--- config.mk ---
export PLATFORM = sky130hd
export DESIGN_NAME = adcr_top
export DESIGN_NICKNAME = d
export VERILOG_FILES = /design/src/hw/adcr_pkg.sv /design/src/hw/adcr_conv_if.sv /design/src/hw/adcr_sar.sv /design/src/hw/adcr_top.sv
export VERILOG_INCLUDE_DIRS = /design/src /design/src/hw
export SDC_FILE = /design/constraint.sdc
export NUM_CORES = 1
export LEC_CHECK = 0
export CAP_MARGIN = 25
export CORE_MARGIN = 2
export CORE_UTILIZATION = 35
export CTS_BUF_LIST = sky130_fd_sc_hd__clkbuf_16
export CTS_CLUSTER_SIZE = 8
export DETAILED_ROUTE_END_ITERATION = 7
export DONT_BUFFER_PORTS = 1
export PLACE_DENSITY_LB_ADDON = 0.2
export RECOVER_POWER = 50
export SLEW_MARGIN = 40
export SYNTH_ARGS = -nofsm -noshare
export SYNTH_HDL_FRONTEND = slang
export SYNTH_SLANG_ARGS = --single-unit
--- constraint.sdc ---
create_clock -name core_clk -period 5.1 [get_ports core_clk]
set_input_delay 1.02 -clock core_clk [delete_from_list [all_inputs] [get_ports core_clk]]
set_output_delay 1.02 -clock core_clk [all_outputs]
set_load 0.01 [all_outputs]
--- src/hw/adcr_map.svh ---
// Register offsets, field positions, reset values and timing counts of the converter block.
`ifndef ADCR_MAP_SVH
`define ADCR_MAP_SVH

// Register indices as printed; the byte address is four times the index.
`define ADCR_IDX_RESULT_LOW   10'h06f
`define ADCR_IDX_RESULT_HIGH  10'h070
`define ADCR_IDX_CONTROL      10'h071
`define ADCR_ADDR_RESULT_LOW  ({`ADCR_IDX_RESULT_LOW, 2'h0})
`define ADCR_ADDR_RESULT_HIGH ({`ADCR_IDX_RESULT_HIGH, 2'h0})
`define ADCR_ADDR_CONTROL     ({`ADCR_IDX_CONTROL, 2'h0})
`define ADCR_ADDR_IRQ_STATUS  12'h000
`define ADCR_ADDR_IRQ_CLEAR   12'h004
`define ADCR_ADDR_IRQ_ENABLE  12'h008

// Control/status field positions.
`define ADCR_CSR_DONE_BIT     7
`define ADCR_CSR_SPEED_BIT    6
`define ADCR_CSR_ENABLE_BIT   5
`define ADCR_CSR_SLOW_BIT     4
`define ADCR_CSR_CHAN_MSB     2
`define ADCR_CSR_CHAN_LSB     0

// Interrupt status layout.
`define ADCR_IRQ_BITS         2
`define ADCR_IRQ_DONE_BIT     0
`define ADCR_IRQ_HELD_BIT     1

// Reset values.
`define ADCR_CSR_RESET        8'h00
`define ADCR_RESULT_RESET     10'h000
`define ADCR_IRQ_RESET        2'h0

// Converter clock: divider terminal counts (divisor minus one).
`define ADCR_DIV_LAST_1       2'h0
`define ADCR_DIV_LAST_2       2'h1
`define ADCR_DIV_LAST_4       2'h3
`define ADCR_SAR_FIRST_BIT    10'h200

// Timing figures: core clock rate and the fastest legal undivided setting.
`define ADCR_CORE_CLK_HZ      25000000
`define ADCR_FAST_MAX_HZ      4000000

// AXI responses.
`define ADCR_RESP_OKAY        2'h0
`define ADCR_RESP_SLVERR      2'h2

`endif

--- src/hw/adcr_pkg.sv ---
// Types shared by the converter control block and its conversion engine.
package adcr_pkg;

    typedef logic [9:0] adcr_result_type;

    typedef enum logic [1:0]
    {
        SAR_IDLE,
        SAR_SAMPLE,
        SAR_CONVERT
    } adcr_sar_state_type;

endpackage : adcr_pkg

--- src/hw/adcr_conv_if.sv ---
// Carrier between the register side and the conversion engine.
`timescale 1ns/1ps
interface adcr_conv_if;
    logic                     enable;
    logic [1:0]               clk_sel;
    logic                     done;
    adcr_pkg::adcr_result_type result;

    modport ctrl   (output enable, output clk_sel, input done, input result);
    modport engine (input enable, input clk_sel, output done, output result);
endinterface : adcr_conv_if

--- src/hw/adcr_sar.sv ---
// Converter clock divider and successive-approximation sequencer.
`timescale 1ns/1ps
`include "adcr_map.svh"
module adcr_sar
(
    input  wire logic   core_clk,
    input  wire logic   resetn,
    input  wire logic   ce,
    adcr_conv_if.engine conv,
    input  wire logic   cmp_hi,
    output logic [9:0]  sar_trial,
    output logic        sar_sample
);
    logic [1:0]                     div_cnt_q;
    logic [1:0]                     div_last;
    logic                           tick;
    adcr_pkg::adcr_sar_state_type   state_q;
    adcr_pkg::adcr_result_type      acc_q;
    adcr_pkg::adcr_result_type      mask_q;
    adcr_pkg::adcr_result_type      acc_d;
    logic                           done_q;
    adcr_pkg::adcr_result_type      result_q;

    // Index is {slow, speed}.
    always_comb
    begin
        case (conv.clk_sel)
            2'h1:    div_last = `ADCR_DIV_LAST_1;
            2'h3:    div_last = `ADCR_DIV_LAST_2;
            2'h0:    div_last = `ADCR_DIV_LAST_2;
            default: div_last = `ADCR_DIV_LAST_4;
        endcase
    end

    assign tick  = conv.enable && (div_cnt_q == div_last);
    assign acc_d = cmp_hi ? sar_trial : acc_q;

    always_ff @(posedge core_clk or negedge resetn)
    begin
        if (!resetn)
            div_cnt_q <= 2'h0;
        else if (ce)
            div_cnt_q <= (!conv.enable || tick) ? 2'h0 : div_cnt_q + 2'h1;
    end

    // Disabling drops the sequence at once; a partial result is never published.
    always_ff @(posedge core_clk or negedge resetn)
    begin
        if (!resetn)
        begin
            state_q   <= adcr_pkg::SAR_IDLE;
            acc_q     <= `ADCR_RESULT_RESET;
            mask_q    <= `ADCR_RESULT_RESET;
            sar_trial <= `ADCR_RESULT_RESET;
        end
        else if (ce)
        begin
            if (!conv.enable)
                state_q <= adcr_pkg::SAR_IDLE;
            else
            begin
                case (state_q)
                    adcr_pkg::SAR_IDLE:
                        state_q <= adcr_pkg::SAR_SAMPLE;
                    adcr_pkg::SAR_SAMPLE:
                        if (tick)
                        begin
                            state_q   <= adcr_pkg::SAR_CONVERT;
                            acc_q     <= `ADCR_RESULT_RESET;
                            mask_q    <= `ADCR_SAR_FIRST_BIT;
                            sar_trial <= `ADCR_SAR_FIRST_BIT;
                        end
                    adcr_pkg::SAR_CONVERT:
                        if (tick)
                        begin
                            acc_q     <= acc_d;
                            mask_q    <= mask_q >> 1;
                            sar_trial <= acc_d | (mask_q >> 1);
                            if (mask_q[0])
                                state_q <= adcr_pkg::SAR_SAMPLE;
                        end
                    default:
                        state_q <= adcr_pkg::SAR_IDLE;
                endcase
            end
        end
    end

    always_ff @(posedge core_clk or negedge resetn)
    begin
        if (!resetn)
        begin
            done_q   <= 1'b0;
            result_q <= `ADCR_RESULT_RESET;
        end
        else if (ce)
        begin
            done_q <= conv.enable && tick && (state_q == adcr_pkg::SAR_CONVERT) && mask_q[0];
            if (conv.enable && tick && (state_q == adcr_pkg::SAR_CONVERT) && mask_q[0])
                result_q <= acc_d;
        end
    end

    assign conv.done   = done_q;
    assign conv.result = result_q;
    assign sar_sample  = (state_q == adcr_pkg::SAR_SAMPLE);

endmodule : adcr_sar

--- src/hw/adcr_top.sv ---
// Converter control/status and result registers behind an AXI4-Lite slave.
//
// Local design decision: the AXI4-Lite interface to the registers.
`timescale 1ns/1ps
`include "adcr_map.svh"

module adcr_top
(
    input  wire logic        core_clk,
    input  wire logic        resetn,
    input  wire logic        ce,
    input  wire logic [11:0] s_axi_awaddr,
    input  wire logic [2:0]  s_axi_awprot,
    input  wire logic        s_axi_awvalid,
    output logic             s_axi_awready,
    input  wire logic [31:0] s_axi_wdata,
    input  wire logic [3:0]  s_axi_wstrb,
    input  wire logic        s_axi_wvalid,
    output logic             s_axi_wready,
    output logic [1:0]       s_axi_bresp,
    output logic             s_axi_bvalid,
    input  wire logic        s_axi_bready,
    input  wire logic [11:0] s_axi_araddr,
    input  wire logic [2:0]  s_axi_arprot,
    input  wire logic        s_axi_arvalid,
    output logic             s_axi_arready,
    output logic [31:0]      s_axi_rdata,
    output logic [1:0]       s_axi_rresp,
    output logic             s_axi_rvalid,
    input  wire logic        s_axi_rready,
    output logic             irq,
    output logic             converter_enable,
    output logic [2:0]       input_channel_sel,
    output logic [9:0]       sar_trial,
    output logic             sar_sample,
    input  wire logic        cmp_hi
);

    // Control/status fields.
    logic                      speed_q;
    logic                      slow_q;
    logic                      enable_q;
    logic [2:0]                chan_q;
    logic                      done_flag_q;

    // Result holding registers and the split-read lock.
    logic [1:0]                result_low_q;
    logic [7:0]                result_high_q;
    logic                      lock_q;

    // Interrupt registers.
    logic [`ADCR_IRQ_BITS-1:0] irq_status_q;
    logic [`ADCR_IRQ_BITS-1:0] irq_enable_q;
    logic [`ADCR_IRQ_BITS-1:0] irq_event;

    // AXI write side.
    logic                      aw_have_q;
    logic [11:0]               awaddr_q;
    logic                      w_have_q;
    logic [31:0]               wdata_q;
    logic                      wlane0_q;
    logic                      bvalid_q;
    logic [1:0]                bresp_q;
    logic                      wr_go;
    logic                      wr_hit;
    logic                      wr_csr;
    logic                      wr_irq_clear;
    logic                      wr_irq_enable;

    // AXI read side.
    logic                      rvalid_q;
    logic [31:0]               rdata_q;
    logic [1:0]                rresp_q;
    logic                      rd_go;
    logic                      rd_hit;
    logic [31:0]               rd_word;
    logic                      rd_low;
    logic                      rd_high;

    // Converter side.
    logic [7:0]                csr_view;

    // Reset images held as constants so that single fields can be picked out.
    localparam logic [7:0]     CSR_RST = `ADCR_CSR_RESET;
    localparam logic [9:0]     RES_RST = `ADCR_RESULT_RESET;

    adcr_conv_if conv ();

    adcr_sar u_sar
    (
        .core_clk   (core_clk),
        .resetn     (resetn),
        .ce         (ce),
        .conv       (conv.engine),
        .cmp_hi     (cmp_hi),
        .sar_trial  (sar_trial),
        .sar_sample (sar_sample)
    );

    assign conv.enable  = enable_q;
    assign conv.clk_sel = {slow_q, speed_q};

    // Address decode.
    function automatic logic addr_mapped(input logic [11:0] addr);
        case (addr)
            `ADCR_ADDR_RESULT_LOW,
            `ADCR_ADDR_RESULT_HIGH,
            `ADCR_ADDR_CONTROL,
            `ADCR_ADDR_IRQ_STATUS,
            `ADCR_ADDR_IRQ_CLEAR,
            `ADCR_ADDR_IRQ_ENABLE: addr_mapped = 1'b1;
            default:               addr_mapped = 1'b0;
        endcase
    endfunction : addr_mapped

    // Bit 3 has no storage and always reads zero.
    assign csr_view = {done_flag_q, speed_q, enable_q, slow_q, 1'b0, chan_q};

    always_comb
    begin
        case (s_axi_araddr)
            `ADCR_ADDR_RESULT_LOW:  rd_word = {30'h00000000, result_low_q};
            `ADCR_ADDR_RESULT_HIGH: rd_word = {24'h000000, result_high_q};
            `ADCR_ADDR_CONTROL:     rd_word = {24'h000000, csr_view};
            `ADCR_ADDR_IRQ_STATUS:  rd_word = {30'h00000000, irq_status_q};
            `ADCR_ADDR_IRQ_ENABLE:  rd_word = {30'h00000000, irq_enable_q};
            default:                rd_word = 32'h00000000;
        endcase
    end

    // Write channel: address and data are taken in either order.
    assign s_axi_awready = !aw_have_q;
    assign s_axi_wready  = !w_have_q;
    assign wr_go         = aw_have_q && w_have_q && !bvalid_q;
    assign wr_hit        = addr_mapped(awaddr_q);
    assign wr_csr        = wr_go && wlane0_q && (awaddr_q == `ADCR_ADDR_CONTROL);
    assign wr_irq_clear  = wr_go && wlane0_q && (awaddr_q == `ADCR_ADDR_IRQ_CLEAR);
    assign wr_irq_enable = wr_go && wlane0_q && (awaddr_q == `ADCR_ADDR_IRQ_ENABLE);

    always_ff @(posedge core_clk or negedge resetn)
    begin
        if (!resetn)
        begin
            aw_have_q <= 1'b0;
            awaddr_q  <= 12'h000;
        end
        else if (ce)
        begin
            if (s_axi_awvalid && s_axi_awready)
            begin
                aw_have_q <= 1'b1;
                awaddr_q  <= s_axi_awaddr;
            end
            else if (wr_go)
                aw_have_q <= 1'b0;
        end
    end

    always_ff @(posedge core_clk or negedge resetn)
    begin
        if (!resetn)
        begin
            w_have_q <= 1'b0;
            wdata_q  <= 32'h00000000;
            wlane0_q <= 1'b0;
        end
        else if (ce)
        begin
            if (s_axi_wvalid && s_axi_wready)
            begin
                w_have_q <= 1'b1;
                wdata_q  <= s_axi_wdata;
                wlane0_q <= s_axi_wstrb[0];
            end
            else if (wr_go)
                w_have_q <= 1'b0;
        end
    end

    always_ff @(posedge core_clk or negedge resetn)
    begin
        if (!resetn)
        begin
            bvalid_q <= 1'b0;
            bresp_q  <= `ADCR_RESP_OKAY;
        end
        else if (ce)
        begin
            if (wr_go)
            begin
                bvalid_q <= 1'b1;
                bresp_q  <= wr_hit ? `ADCR_RESP_OKAY : `ADCR_RESP_SLVERR;
            end
            else if (s_axi_bready)
                bvalid_q <= 1'b0;
        end
    end

    assign s_axi_bvalid = bvalid_q;
    assign s_axi_bresp  = bresp_q;

    // Read channel: one read in flight, answered on the next edge.
    assign s_axi_arready = !rvalid_q;
    assign rd_go         = s_axi_arvalid && s_axi_arready;
    assign rd_hit        = addr_mapped(s_axi_araddr);
    assign rd_low        = rd_go && (s_axi_araddr == `ADCR_ADDR_RESULT_LOW);
    assign rd_high       = rd_go && (s_axi_araddr == `ADCR_ADDR_RESULT_HIGH);

    always_ff @(posedge core_clk or negedge resetn)
    begin
        if (!resetn)
        begin
            rvalid_q <= 1'b0;
            rdata_q  <= 32'h00000000;
            rresp_q  <= `ADCR_RESP_OKAY;
        end
        else if (ce)
        begin
            if (rd_go)
            begin
                rvalid_q <= 1'b1;
                rdata_q  <= rd_word;
                rresp_q  <= rd_hit ? `ADCR_RESP_OKAY : `ADCR_RESP_SLVERR;
            end
            else if (s_axi_rready)
                rvalid_q <= 1'b0;
        end
    end

    assign s_axi_rvalid = rvalid_q;
    assign s_axi_rdata  = rdata_q;
    assign s_axi_rresp  = rresp_q;

    // Software-owned control fields; the done flag is not written here.
    always_ff @(posedge core_clk or negedge resetn)
    begin
        if (!resetn)
        begin
            speed_q  <= CSR_RST[`ADCR_CSR_SPEED_BIT];
            slow_q   <= CSR_RST[`ADCR_CSR_SLOW_BIT];
            enable_q <= CSR_RST[`ADCR_CSR_ENABLE_BIT];
            chan_q   <= CSR_RST[`ADCR_CSR_CHAN_MSB:`ADCR_CSR_CHAN_LSB];
        end
        else if (ce && wr_csr)
        begin
            speed_q  <= wdata_q[`ADCR_CSR_SPEED_BIT];
            slow_q   <= wdata_q[`ADCR_CSR_SLOW_BIT];
            enable_q <= wdata_q[`ADCR_CSR_ENABLE_BIT];
            chan_q   <= wdata_q[`ADCR_CSR_CHAN_MSB:`ADCR_CSR_CHAN_LSB];
        end
    end

    // Codes six and seven are passed to the input mux unchanged; the mux
    // selects nothing valid for them, so their results are meaningless.
    assign input_channel_sel = chan_q;
    assign converter_enable  = enable_q;

    // A new result wins over a clear that lands in the same cycle.
    always_ff @(posedge core_clk or negedge resetn)
    begin
        if (!resetn)
            done_flag_q <= CSR_RST[`ADCR_CSR_DONE_BIT];
        else if (ce)
        begin
            if (conv.done)
                done_flag_q <= 1'b1;
            else if (rd_high || wr_csr)
                done_flag_q <= 1'b0;
        end
    end

    // Lock taken by a low read and released by a high read.
    always_ff @(posedge core_clk or negedge resetn)
    begin
        if (!resetn)
            lock_q <= 1'b0;
        else if (ce)
        begin
            if (rd_low)
                lock_q <= 1'b1;
            else if (rd_high)
                lock_q <= 1'b0;
        end
    end

    // While locked the high byte keeps the value that pairs with the low
    // read already done; the fresh high bits of that conversion are lost.
    always_ff @(posedge core_clk or negedge resetn)
    begin
        if (!resetn)
        begin
            result_low_q  <= RES_RST[1:0];
            result_high_q <= RES_RST[9:2];
        end
        else if (ce && conv.done)
        begin
            result_low_q <= conv.result[1:0];
            if (!lock_q)
                result_high_q <= conv.result[9:2];
        end
    end

    // Interrupt events: every conversion end, and a result whose high part was held back.
    always_comb
    begin
        irq_event                      = '0;
        irq_event[`ADCR_IRQ_DONE_BIT]  = conv.done;
        irq_event[`ADCR_IRQ_HELD_BIT]  = conv.done && lock_q;
    end

    always_ff @(posedge core_clk or negedge resetn)
    begin
        if (!resetn)
            irq_status_q <= `ADCR_IRQ_RESET;
        else if (ce)
        begin
            if (wr_irq_clear)
                irq_status_q <= (irq_status_q & ~wdata_q[`ADCR_IRQ_BITS-1:0]) | irq_event;
            else
                irq_status_q <= irq_status_q | irq_event;
        end
    end

    always_ff @(posedge core_clk or negedge resetn)
    begin
        if (!resetn)
            irq_enable_q <= `ADCR_IRQ_RESET;
        else if (ce && wr_irq_enable)
            irq_enable_q <= wdata_q[`ADCR_IRQ_BITS-1:0];
    end

    assign irq = |(irq_status_q & irq_enable_q);

endmodule : adcr_top

==> flow_summary_export.csv, run 1 <==
group,metric,value,unit
run_status,status,"finished, final reports clean",
run,maxCapViolCount,0,
clock_tree,cts_root_buf,"clkbuf_16",
synth,syn_area,0.00471,sq mm
clock_tree,clk_latency,0.35,ns
synth,synth_edf_count,0,
global_routing,first_global_vias,3046,
global_routing,grt_pass1_wl,16.2,mm
setup_path,path_buf_inv,0,
setup_path,reg2reg_slack,2.39,ns
die,die_w,120,microns
synth,async_reset_ff_share,100,%
setup_path,worstSetupStartpointType,"flop",
layout,area_delta_synth_final,6.69,%
setup_path,critical_path_arrival,3.00,ns
synth,ys_ff_latch,100,
die,core,0.0132,sq mm
setup_path,endpoint_kind,"flop",
global_routing,grt_usage,14.7,%
timing,tightest_slew,0.722,ns
layout,drive_gt1_share,13.7,%
timing,fin_crit_sh,53.1,%
timing,max_freq,369,MHz
timing,slew_viol_final,0,
power,clockPowerShare,27.2,%
setup_path,crit_fanout,23,
layout,multiInputGateArea,0.00198,sq mm
clock_tree,hold_buffers,0,
clock_tree,cts_tree,"done",
placement,dpl.hpwl,6.69,mm
setup_path,reg2reg_from,"slow_q$_DFFE_PN0P_",
setup_path,required,5.39,ns
global_routing,grt_antenna_before_repair,0,
placement,port_buffers,0,
layout,seqCellArea,0.00250,sq mm
setup_path,path_cells,"or4b_1 -> o211ai_1 -> o2111a_2 -> and3_1 -> a22o_1",
detailed_routing,routed_wirelength,9.95,mm
synth,ys_seq_area_share,53.1,%
layout,final_util,38.1,%
synth,synth_cell_type_count,48,
worst_hold_path,hp-class,"input pin to async pin",
setup_path,critPathMaxStageDelay,0.64,ns
clock_tree,cts_resized,0,
detailed_routing,drt_iter0_drc,210,
power,leakagePower,2.33,nW
layout,antenna_cells,0,
timing,fin_crit,2.71,ns
synth,yosysWarnings,0,
power,netSwitchingPower,797,uW
die,io_pins,132,
die,std_cell_rows,42,
power,intPower,1.52,mW
timing,setup_tns,0,ns
setup_path,slowest_stage,"o2111a_2",
detailed_routing,viasPerCell,5.15,
clock_tree,clkTransAtPathRegs,0.07,ns
die,start_util,35.7,%
power,seq_power_share,49.8,%
clock_tree,cts.path.max_buffers,2,
placement,place_congestion,0.767,
timing,setup_viol,0,
clock_tree,clock_sinks,100,
synth,ys.flop_type,"dfrtp_1",
layout,fill_cells,1298,
timing,hold_violations,0,
timing,hold-worst-slack,0.367,ns
die,die_h,120,microns
clock_tree,cts_made_buffers,9,
layout,fin_nets,505,
global_routing,grt_max_degree,101,
timing,relSlewSlack,51.4,%
detailed_routing,dr.pass1.iters,4,
detailed_routing,ant_nets,0,
detailed_routing,wl_per_cell,16.4,microns
power,pwr_density_cell,460,mW/mm^2
setup_path,r2r-end,"u_sar.acc_q[1]$_DFFE_PN0P_",
die,die_area,0.0144,sq mm
clock_tree,cts_setup_buffers,0,
synth,synth.avg_cell_area,10.9,sq um
global_routing,grt_overflow,0,
power,power.share.combinational,23.0,%
power,switching_share,34.5,%
timing,clock-skew-final,0.00455,ns
setup_path,path_class,"flop to flop",
synth,synth_cells,433,
power,max-vdd-ir-drop,155,uV
timing,rsz0062_at_grt,"false",
setup_path,crit_family,"compound AO/OA/AOI/OAI gates",
detailed_routing,dr_total_vias,3127,
setup_path,r2r_cells,5,
clock_tree,cts_max_level,3,
detailed_routing,drc,0,
[Yosys cell counts, types with 12 or more instances]
cell type | count | area (sq um)
a22o_1 | 13 | 114
buf_4 | 28 | 210
clkbuf_1 | 13 | 48.8
dfrtp_1 | 100 | 2500
inv_1 | 12 | 45.0
mux2_2 | 38 | 428
mux2i_1 | 16 | 160
nand2_1 | 55 | 206
nand3_1 | 16 | 80.1
nor2_1 | 18 | 67.6
nor4_1 | 17 | 106
o21ai_0 | 26 | 130
[metal layers]
| layer | track usage, % | share of wire, % | wire length, microns |
|---|---|---|---|
| met1 | 19.4 | 46 | 4560 |
| met2 | 22.1 | 45 | 4520 |
| met3 | 5.09 | 7.2 | 712 |
| met4 | 5.66 | 1.6 | 160 |
| met5 | 0 | 0 | 0 |
[layout make-up]
cell class                 instances  area share [%]
sequential                       100            49.8
multi-input combinational        302            39.5
clock buffer                       9            4.48
tap                              176            4.38
inverter                          12           0.896
clock inverter                     7           0.846
timing repair buffer               1           0.149
[registers in the layout, summed over array words and instances, names as in the netlist, 2 cells and up]
name / count
u_sar.state_q: 2
u_sar.sar_trial: 10
s_axi_rdata: 8
u_sar.acc_q: 10
result_low_q: 2
input_channel_sel: 3
awaddr_q: 12
u_sar.div_cnt_q: 2
result_high_q: 8
wdata_q: 6
u_sar.conv.result: 10
irq_enable_q: 2
u_sar.mask_q: 10
irq_status_q: 2
[placed cells by master (no fill, tap or decap), drive strengths merged, types with 3 or more instances in the layout]
| cell type | count |
|---|---|
| inv | 13 |
| nor3 | 3 |
| dfrtp | 100 |
| nor3b | 7 |
| nand2b | 6 |
| nand2 | 55 |
| o211ai | 3 |
| mux2i | 16 |
| clkinv | 4 |
| conb | 26 |
| nand3 | 16 |
| ha | 4 |
| a21oi | 11 |
| or4 | 3 |
| nand4b | 4 |
| o31ai | 5 |
| o21ai | 27 |
| mux2 | 38 |
| clkbuf | 9 |
| a22o | 13 |
| or2 | 3 |
| nor2 | 18 |
| nor4 | 18 |
[logic make-up after synthesis]
group           Yosys count  synth area share (%)
compound gates           70                  9.88
flops                   100                  53.1
other cells               1                0.0796
mux                      54                  12.5
xor+xnor                  1                 0.186
fa+ha+maj                 4                  1.06
simple gates            147                  16.5
buf+inv                  56                  6.74
[through the flow]
stage / power (mW) / cell area, sq um / setup slack (ns) / std cells
finish: 2.31 / 5030 / 2.39 / 607
global route: 2.48 / 5030 / 2.20 / 607
CTS: 2.35 / 5030 / 2.47 / 607
detailed placement: 1.71 / 4760 / 2.40 / 591
global placement: 1.68 / 4760 / 2.46 / 591
floorplan: 1.58 / 4810 / 2.72 / 458
[how the worst max path moves through the flow]
| stage | startpoint | endpoint | slack, ns | cells after the start |
|---|---|---|---|---|
| after floorplan | ce | lock_q$_DFFE_PN0P_ | 2.72 | 5 |
| after global placement | s_axi_araddr[0] | s_axi_rdata[0]$_DFFE_PN0P_ | 2.46 | 4 |
| after detailed placement | s_axi_araddr[0] | s_axi_rdata[1]$_DFFE_PN0P_ | 2.40 | 4 |
| after CTS | u_sar.state_q[0]$_DFFE_PN0P_ | u_sar.acc_q[4]$_DFFE_PN0P_ | 2.47 | 6 |
| after global routing | slow_q$_DFFE_PN0P_ | u_sar.acc_q[3]$_DFFE_PN0P_ | 2.20 | 5 |
| final | slow_q$_DFFE_PN0P_ | u_sar.acc_q[1]$_DFFE_PN0P_ | 2.39 | 5 |
[power by group through the flow]
stage                     sequential [mW]  combinational [mW]  clock, mW
final                                1.15               0.532      0.629
after floorplan                      1.12               0.461          0
after CTS                            1.15               0.542      0.652
after detailed placement             1.17               0.539          0
after global routing                 1.18               0.606      0.686
after global placement               1.16               0.522          0
Power figures use the tool's default switching activity.
==> run 2, diff against run 1 <==
==> constraint.sdc (replaced) <==
create_clock -name core_clk -period 2.2 [get_ports core_clk]
set_input_delay 0.44 -clock core_clk [delete_from_list [all_inputs] [get_ports core_clk]]
set_output_delay 0.44 -clock core_clk [all_outputs]
set_load 0.01 [all_outputs]
==> run 2 against run 1 <==
  * The run now ends with negative hold slack left
  * Total power grew 150%
  * Non-clock buffer count rose by 16
  * Clock power rose to 2.7 times the previous value
  * Cell count rose by 2.6%
  * Clock skew increased by 0.0047 ns
  * Global-route usage is 0.19 points lower
  * Via count grew 0.86%
  * Flip-flop and latch count unchanged
  * Maximum frequency up 30%
  * Sequential power grew 130%
  * Core utilization increased by 1.4 points
  * Count of clock-buffer cells in the layout did not move
==> flow_summary_export.csv, run 2 (same netlist as run 1, synthesis figures left out) <==
group,metric,value,unit
die,start_util,35.7,%
run_status,status,"finished, violations left",
setup_path,required,2.42,ns
die,die_w,120,microns
detailed_routing,dr.pass1.iters,4,
clock_tree,cts_max_level,3,
timing,fin_crit_sh,94.9,%
clock_tree,clk_latency,0.34,ns
clock_tree,cts_made_buffers,9,
placement,preCtsSetupSlack,0.0937,ns
global_routing,grt_overflow,0,
layout,fin_area,0.00521,sq mm
layout,area_delta_synth_final,10.6,%
layout,antenna_cells,0,
power,leakagePower,2.44,nW
die,std_cell_rows,42,
setup_path,endpoint_kind,"flop",
global_routing,grt_max_degree,101,
timing,relSlewSlack,60.9,%
die,die_area,0.0144,sq mm
die,die_h,120,microns
worst_hold_path,hp-class,"input pin to async pin",
clock_tree,clock_sinks,100,
timing,rsz0062_at_grt,"false",
clock_tree,cts_setup_buffers,0,
run,maxCapViolCount,0,
setup_path,reg2reg_from,"slow_q$_DFFE_PN0P_",
timing,fin_ws,0.113,ns
die,core,0.0132,sq mm
timing,hold_violations,100,
clock_tree,cts_root_buf,"clkbuf_16",
detailed_routing,viasPerCell,5.06,
timing,setup_viol,0,
clock_tree,cts_tree,"done",
placement,port_buffers,0,
run_status,violations,"negative hold slack",
power,max-vdd-ir-drop,451,uV
layout,final_cell_mix,"dfrtp_1, nand2_1, mux2_2",
detailed_routing,wl_per_cell,15.9,microns
detailed_routing,routed_wirelength,9.94,mm
setup_path,path_class,"flop to flop",
power,power,5.71,mW
clock_tree,cts.path.max_buffers,2,
timing,slew_viol_final,0,
die,io_pins,132,
detailed_routing,drt_iter0_drc,190,
layout,final_util,39.5,%
setup_path,startpoint,"slow_q$_DFFE_PN0P_",
detailed_routing,drc,0,
placement,dpl-instance-area,0.00489,sq mm
detailed_routing,dr_total_vias,3154,
layout,mostFrequentLayoutCell,"dfrtp_1",
global_routing,first_global_vias,3144,
layout,fill_cells,1293,
timing,max_freq,479,MHz
global_routing,grt_antenna_before_repair,0,
setup_path,critical_path_arrival,2.30,ns
layout,top_register,"awaddr_q",
timing,fin_crit,2.09,ns
layout,fin_nets,521,
setup_path,crit_fanout,21,
setup_path,worstSetupStartpointType,"flop",
placement,dpl.hpwl,6.86,mm
global_routing,grt_usage,14.5,%
layout,drive_gt1_share,16.6,%
timing,hold-worst-slack,-0.203,ns
timing,setup_tns,0,ns
global_routing,grt_pass1_wl,16.4,mm
clock_tree,clkTransAtPathRegs,0.07,ns
timing,clock-skew-final,0.00925,ns
layout,stdcell_count,623,
timing,tightest_slew,0.586,ns
detailed_routing,ant_nets,0,
placement,place_congestion,0.761,
placement,dp_cells,607,
power,pwr_density_cell,1100,mW/mm^2
layout,largest_reg_flops,12,
[run 2: per-layer routing]
metal / global-route usage [%] / vias up / share of wire [%]
met5: 0 / - / 0
li1: - / 1520 / -
met4: 3.97 / 0 / 0.95
met1: 19.5 / 1544 / 46
met2: 22.2 / 81 / 46
met3: 4.99 / 9 / 6.6
[run 2: power breakdown]
group	switching, mW	total (mW)	internal (mW)	leakage (nW)
Sequential	0.440	2.67	2.23	1.31
Clock	0.692	1.68	0.993	0.154
Combinational	0.730	1.35	0.623	0.971
[run 2: repair_timing]
item / 4_1_cts / 5_1_grt
setup endpoints to repair: 0 / 5
gates resized for setup: 0 / 1
endpoints found under the hold margin: 100 / 100
[run 2: final timing paths]
kind                                                     to  slack (ns)  cells after the start
setup / recovery             u_sar.sar_trial[0]$_DFFE_PN0P_        0.11                      7
hold / removal                     awaddr_q[11]$_DFFE_PN0P_       -0.20                      0
setup reg to reg             u_sar.sar_trial[0]$_DFFE_PN0P_        0.11                      7
hold reg to reg            u_sar.conv.result[5]$_DFFE_PN0P_        0.47                      2
max in group asynchronous    u_sar.sar_trial[1]$_DFFE_PN0P_        2.24                      0
min in group core_clk          u_sar.state_q[1]$_DFFE_PN0P_        0.20                      1
[run 2: layout make-up]
type | instances | area, sq um | area share, %
multi-input cells | 302 | 1990 | 38.1
clock inverters | 7 | 92.6 | 1.78
repair buffers | 17 | 140 | 2.69
clock buffers | 9 | 225 | 4.32
inverters | 12 | 45.0 | 0.864
well taps | 176 | 220 | 4.23
flip-flops and latches | 100 | 2500 | 48.0
[run 2: critical path: stages (launching register included)]
cell       delay, ns
dfrtp_1         0.45
or4b_1          0.54
o211ai_2        0.18
o2111ai_1       0.24
buf_12          0.21
nor2_1          0.12
buf_4           0.16
nor4_1          0.05
==> run 3, diff against run 2 <==
--- a/config.mk
+++ b/config.mk
@@ -6,8 +6,8 @@
 export SDC_FILE = /design/constraint.sdc
 export NUM_CORES = 1
 export LEC_CHECK = 0
+export ABC_AREA = 1
 export CAP_MARGIN = 25
-export CORE_MARGIN = 2
 export CORE_UTILIZATION = 35
 export CTS_BUF_LIST = sky130_fd_sc_hd__clkbuf_16
 export CTS_CLUSTER_SIZE = 8
==> run 3 against run 2 <==
  * The flow still finishes with violations (negative hold slack)
  * Setup slack better by 0.16 ns
  * Synthesized cell count up 48%
  * Highest routed layer unchanged
  * Critical path type unchanged
  * Critical path depth rose by 1
  * Sequential share of layout area down 1.8 points
  * Count of clock-buffer cells in the layout stayed put
  * Worst hold slack lost 0.018 ns
  * Critical endpoint is now u_sar.acc_q[3]$_DFFE_PN0P_
==> flow_summary_export.csv, run 3 <==
group,metric,value,unit
placement,dpl-instance-area,0.00516,sq mm
run,maxCapViolCount,0,
layout,drive_gt1_share,8.11,%
layout,area_delta_synth_final,6.27,%
setup_path,path_class,"flop to flop",
timing,fin_crit_sh,87.8,%
die,start_util,36.3,%
die,die_w,123,microns
timing,rsz0062_at_grt,"false",
layout,final_util,38.5,%
clock_tree,cts_max_level,3,
setup_path,required,2.44,ns
layout,seqCellArea,0.00250,sq mm
global_routing,grt_usage,16.3,%
power,power,4.16,mW
global_routing,grt_pass1_wl,18.9,mm
synth,async_reset_ff_share,100,%
clock_tree,cts_root_buf,"clkbuf_16",
clock_tree,cts.path.max_buffers,2,
synth,synth.avg_cell_area,7.95,sq um
synth,synth_top_cell_by_area,"dfrtp_1",
clock_tree,clkTransAtPathRegs,0.07,ns
placement,preCtsSetupSlack,0.275,ns
timing,setup_viol,0,
clock_tree,clock_sinks,100,
power,pwr_density_cell,770,mW/mm^2
synth,yosysWarnings,0,
global_routing,grt_antenna_before_repair,0,
clock_tree,cts_resized,0,
clock_tree,clk_latency,0.35,ns
global_routing,grt_overflow,0,
layout,fin_area,0.00541,sq mm
clock_tree,cts_made_buffers,9,
clock_tree,cts_setup_buffers,0,
layout,multiInputGateArea,0.00209,sq mm
layout,top_register,"awaddr_q",
layout,mostFrequentLayoutCell,"nand2_1",
die,io_pins,132,
synth,ys_seq_area_share,49.2,%
placement,port_buffers,0,
synth,ys.flop_type,"dfrtp_1",
setup_path,critical_path_arrival,2.17,ns
layout,fin_nets,715,
detailed_routing,dr_total_vias,3947,
clock_tree,cts_tree,"done",
timing,slew_viol_final,0,
placement,dpl.hpwl,7.81,mm
layout,largest_reg_flops,12,
synth,syn_area,0.00509,sq mm
synth,synth_top_area_share,49.2,%
layout,fill_cells,1445,
synth,yosys-top-cells-area,"dfrtp_1, nand2_1, nand3_1, inv_1, buf_4",
placement,place_congestion,0.797,
timing,fin_crit,1.93,ns
detailed_routing,dr.pass1.iters,4,
layout,antenna_cells,0,
timing,max_freq,518,MHz
die,core,0.0140,sq mm
die,std_cell_rows,43,
timing,tightest_slew,0.891,ns
layout,final_cell_mix,"nand2_1, dfrtp_1, inv_1",
die,die_area,0.0150,sq mm
power,leakagePower,2.98,nW
setup_path,crit_fanout,30,
synth,synth_edf_count,0,
worst_hold_path,hp-class,"input pin to async pin",
power,max-vdd-ir-drop,386,uV
detailed_routing,routed_wirelength,11.2,mm
timing,relSlewSlack,40.6,%
timing,hold-worst-slack,-0.220,ns
setup_path,endpoint_kind,"flop",
timing,hold_violations,100,
synth,synth_most_common_cell,"nand2_1",
timing,setup_tns,0,ns
detailed_routing,ant_nets,0,
synth,ys_ff_latch,100,
detailed_routing,wl_per_cell,13.7,microns
detailed_routing,drt_iter0_drc,247,
synth,synth_common_cells,"nand2_1, dfrtp_1, inv_1",
global_routing,first_global_vias,3857,
timing,clock-skew-final,0.00766,ns
global_routing,grt_max_degree,101,
run_status,violations,"negative hold slack",
timing,fin_ws,0.269,ns
synth,synth_cells,640,
detailed_routing,viasPerCell,4.81,
setup_path,worstSetupStartpointType,"flop",
synth,synth_cell_type_count,32,
run_status,status,"finished, violations left",
die,die_h,123,microns
detailed_routing,drc,0,
run 3: cell count changes after synthesis, sizes merged, moves of 7 or more:
cell	change
a21oi	+19
a22o	-11
buf	+14
clkbuf	-8
inv	+56
mux2	-26
mux2i	-16
nand2	+154
nand3	+49
nand4	+13
nor2	+27
nor3b	-7
nor4	-18
run 3: metal layers:
metal	track usage [%]	vias up	wire length, microns
met5	0	-	0
met4	7.62	0	244
met3	3.95	19	664
met2	26.0	98	5190
met1	20.7	1862	5120
li1	-	1968	-
run 3: logic make-up after synthesis:
kind of cell / Yosys count / synth area share (%)
simple gates: 345 / 29.3
other cells: 1 / 0.0737
fa+ha+maj: 4 / 0.983
xor+xnor: 1 / 0.172
flops: 100 / 49.2
buf+inv: 120 / 11.6
compound gates: 57 / 6.09
mux: 12 / 2.65
run 3: report_power, final:
group,total (mW),switching [mW],internal [mW]
Clock,1.44,0.686,0.751
Sequential,2.21,0.148,2.06
Combinational,0.516,0.339,0.177
run 3: per-stage QoR:
stage               hold slack (ns)  cells
floorplan                     0.144    665
global placement              0.149    805
detailed placement            0.149    805
CTS                          -0.233    821
global route                 -0.233    821
finish                       -0.220    821
run 3: worst paths after layout:
check | startpoint | to | slack, ns | cells after the start
setup / recovery | u_sar.state_q[1]$_DFFE_PN0P_ | u_sar.acc_q[3]$_DFFE_PN0P_ | 0.27 | 8
hold / removal | resetn | awaddr_q[10]$_DFFE_PN0P_ | -0.22 | 0
setup reg to reg | u_sar.state_q[1]$_DFFE_PN0P_ | u_sar.acc_q[3]$_DFFE_PN0P_ | 0.27 | 8
hold reg to reg | u_sar.mask_q[0]$_DFFE_PN0P_ | u_sar.mask_q[0]$_DFFE_PN0P_ | 0.47 | 2
max in group asynchronous | resetn | wdata_q[2]$_DFFE_PN0P_ | 2.17 | 0
min in group core_clk | s_axi_awaddr[4] | awaddr_q[4]$_DFFE_PN0P_ | 0.23 | 1
run 3: area by class of cell:
class	instances	share of cell area, %
well taps	180	4.16
flip-flops and latches	100	46.3
clock inverters	7	0.671
repair buffers	10	1.25
inverters	70	4.90
clock buffers	9	4.16
multi-input cells	445	38.6
run 3: critical path, cell delays in order (launching register included):
cell,delay (ns)
dfrtp_1,0.39
inv_1,0.08
ha_1,0.26
or2_2,0.33
nand2_1,0.26
nand2_1,0.09
buf_4,0.25
nand2_1,0.10
nand2_1,0.05
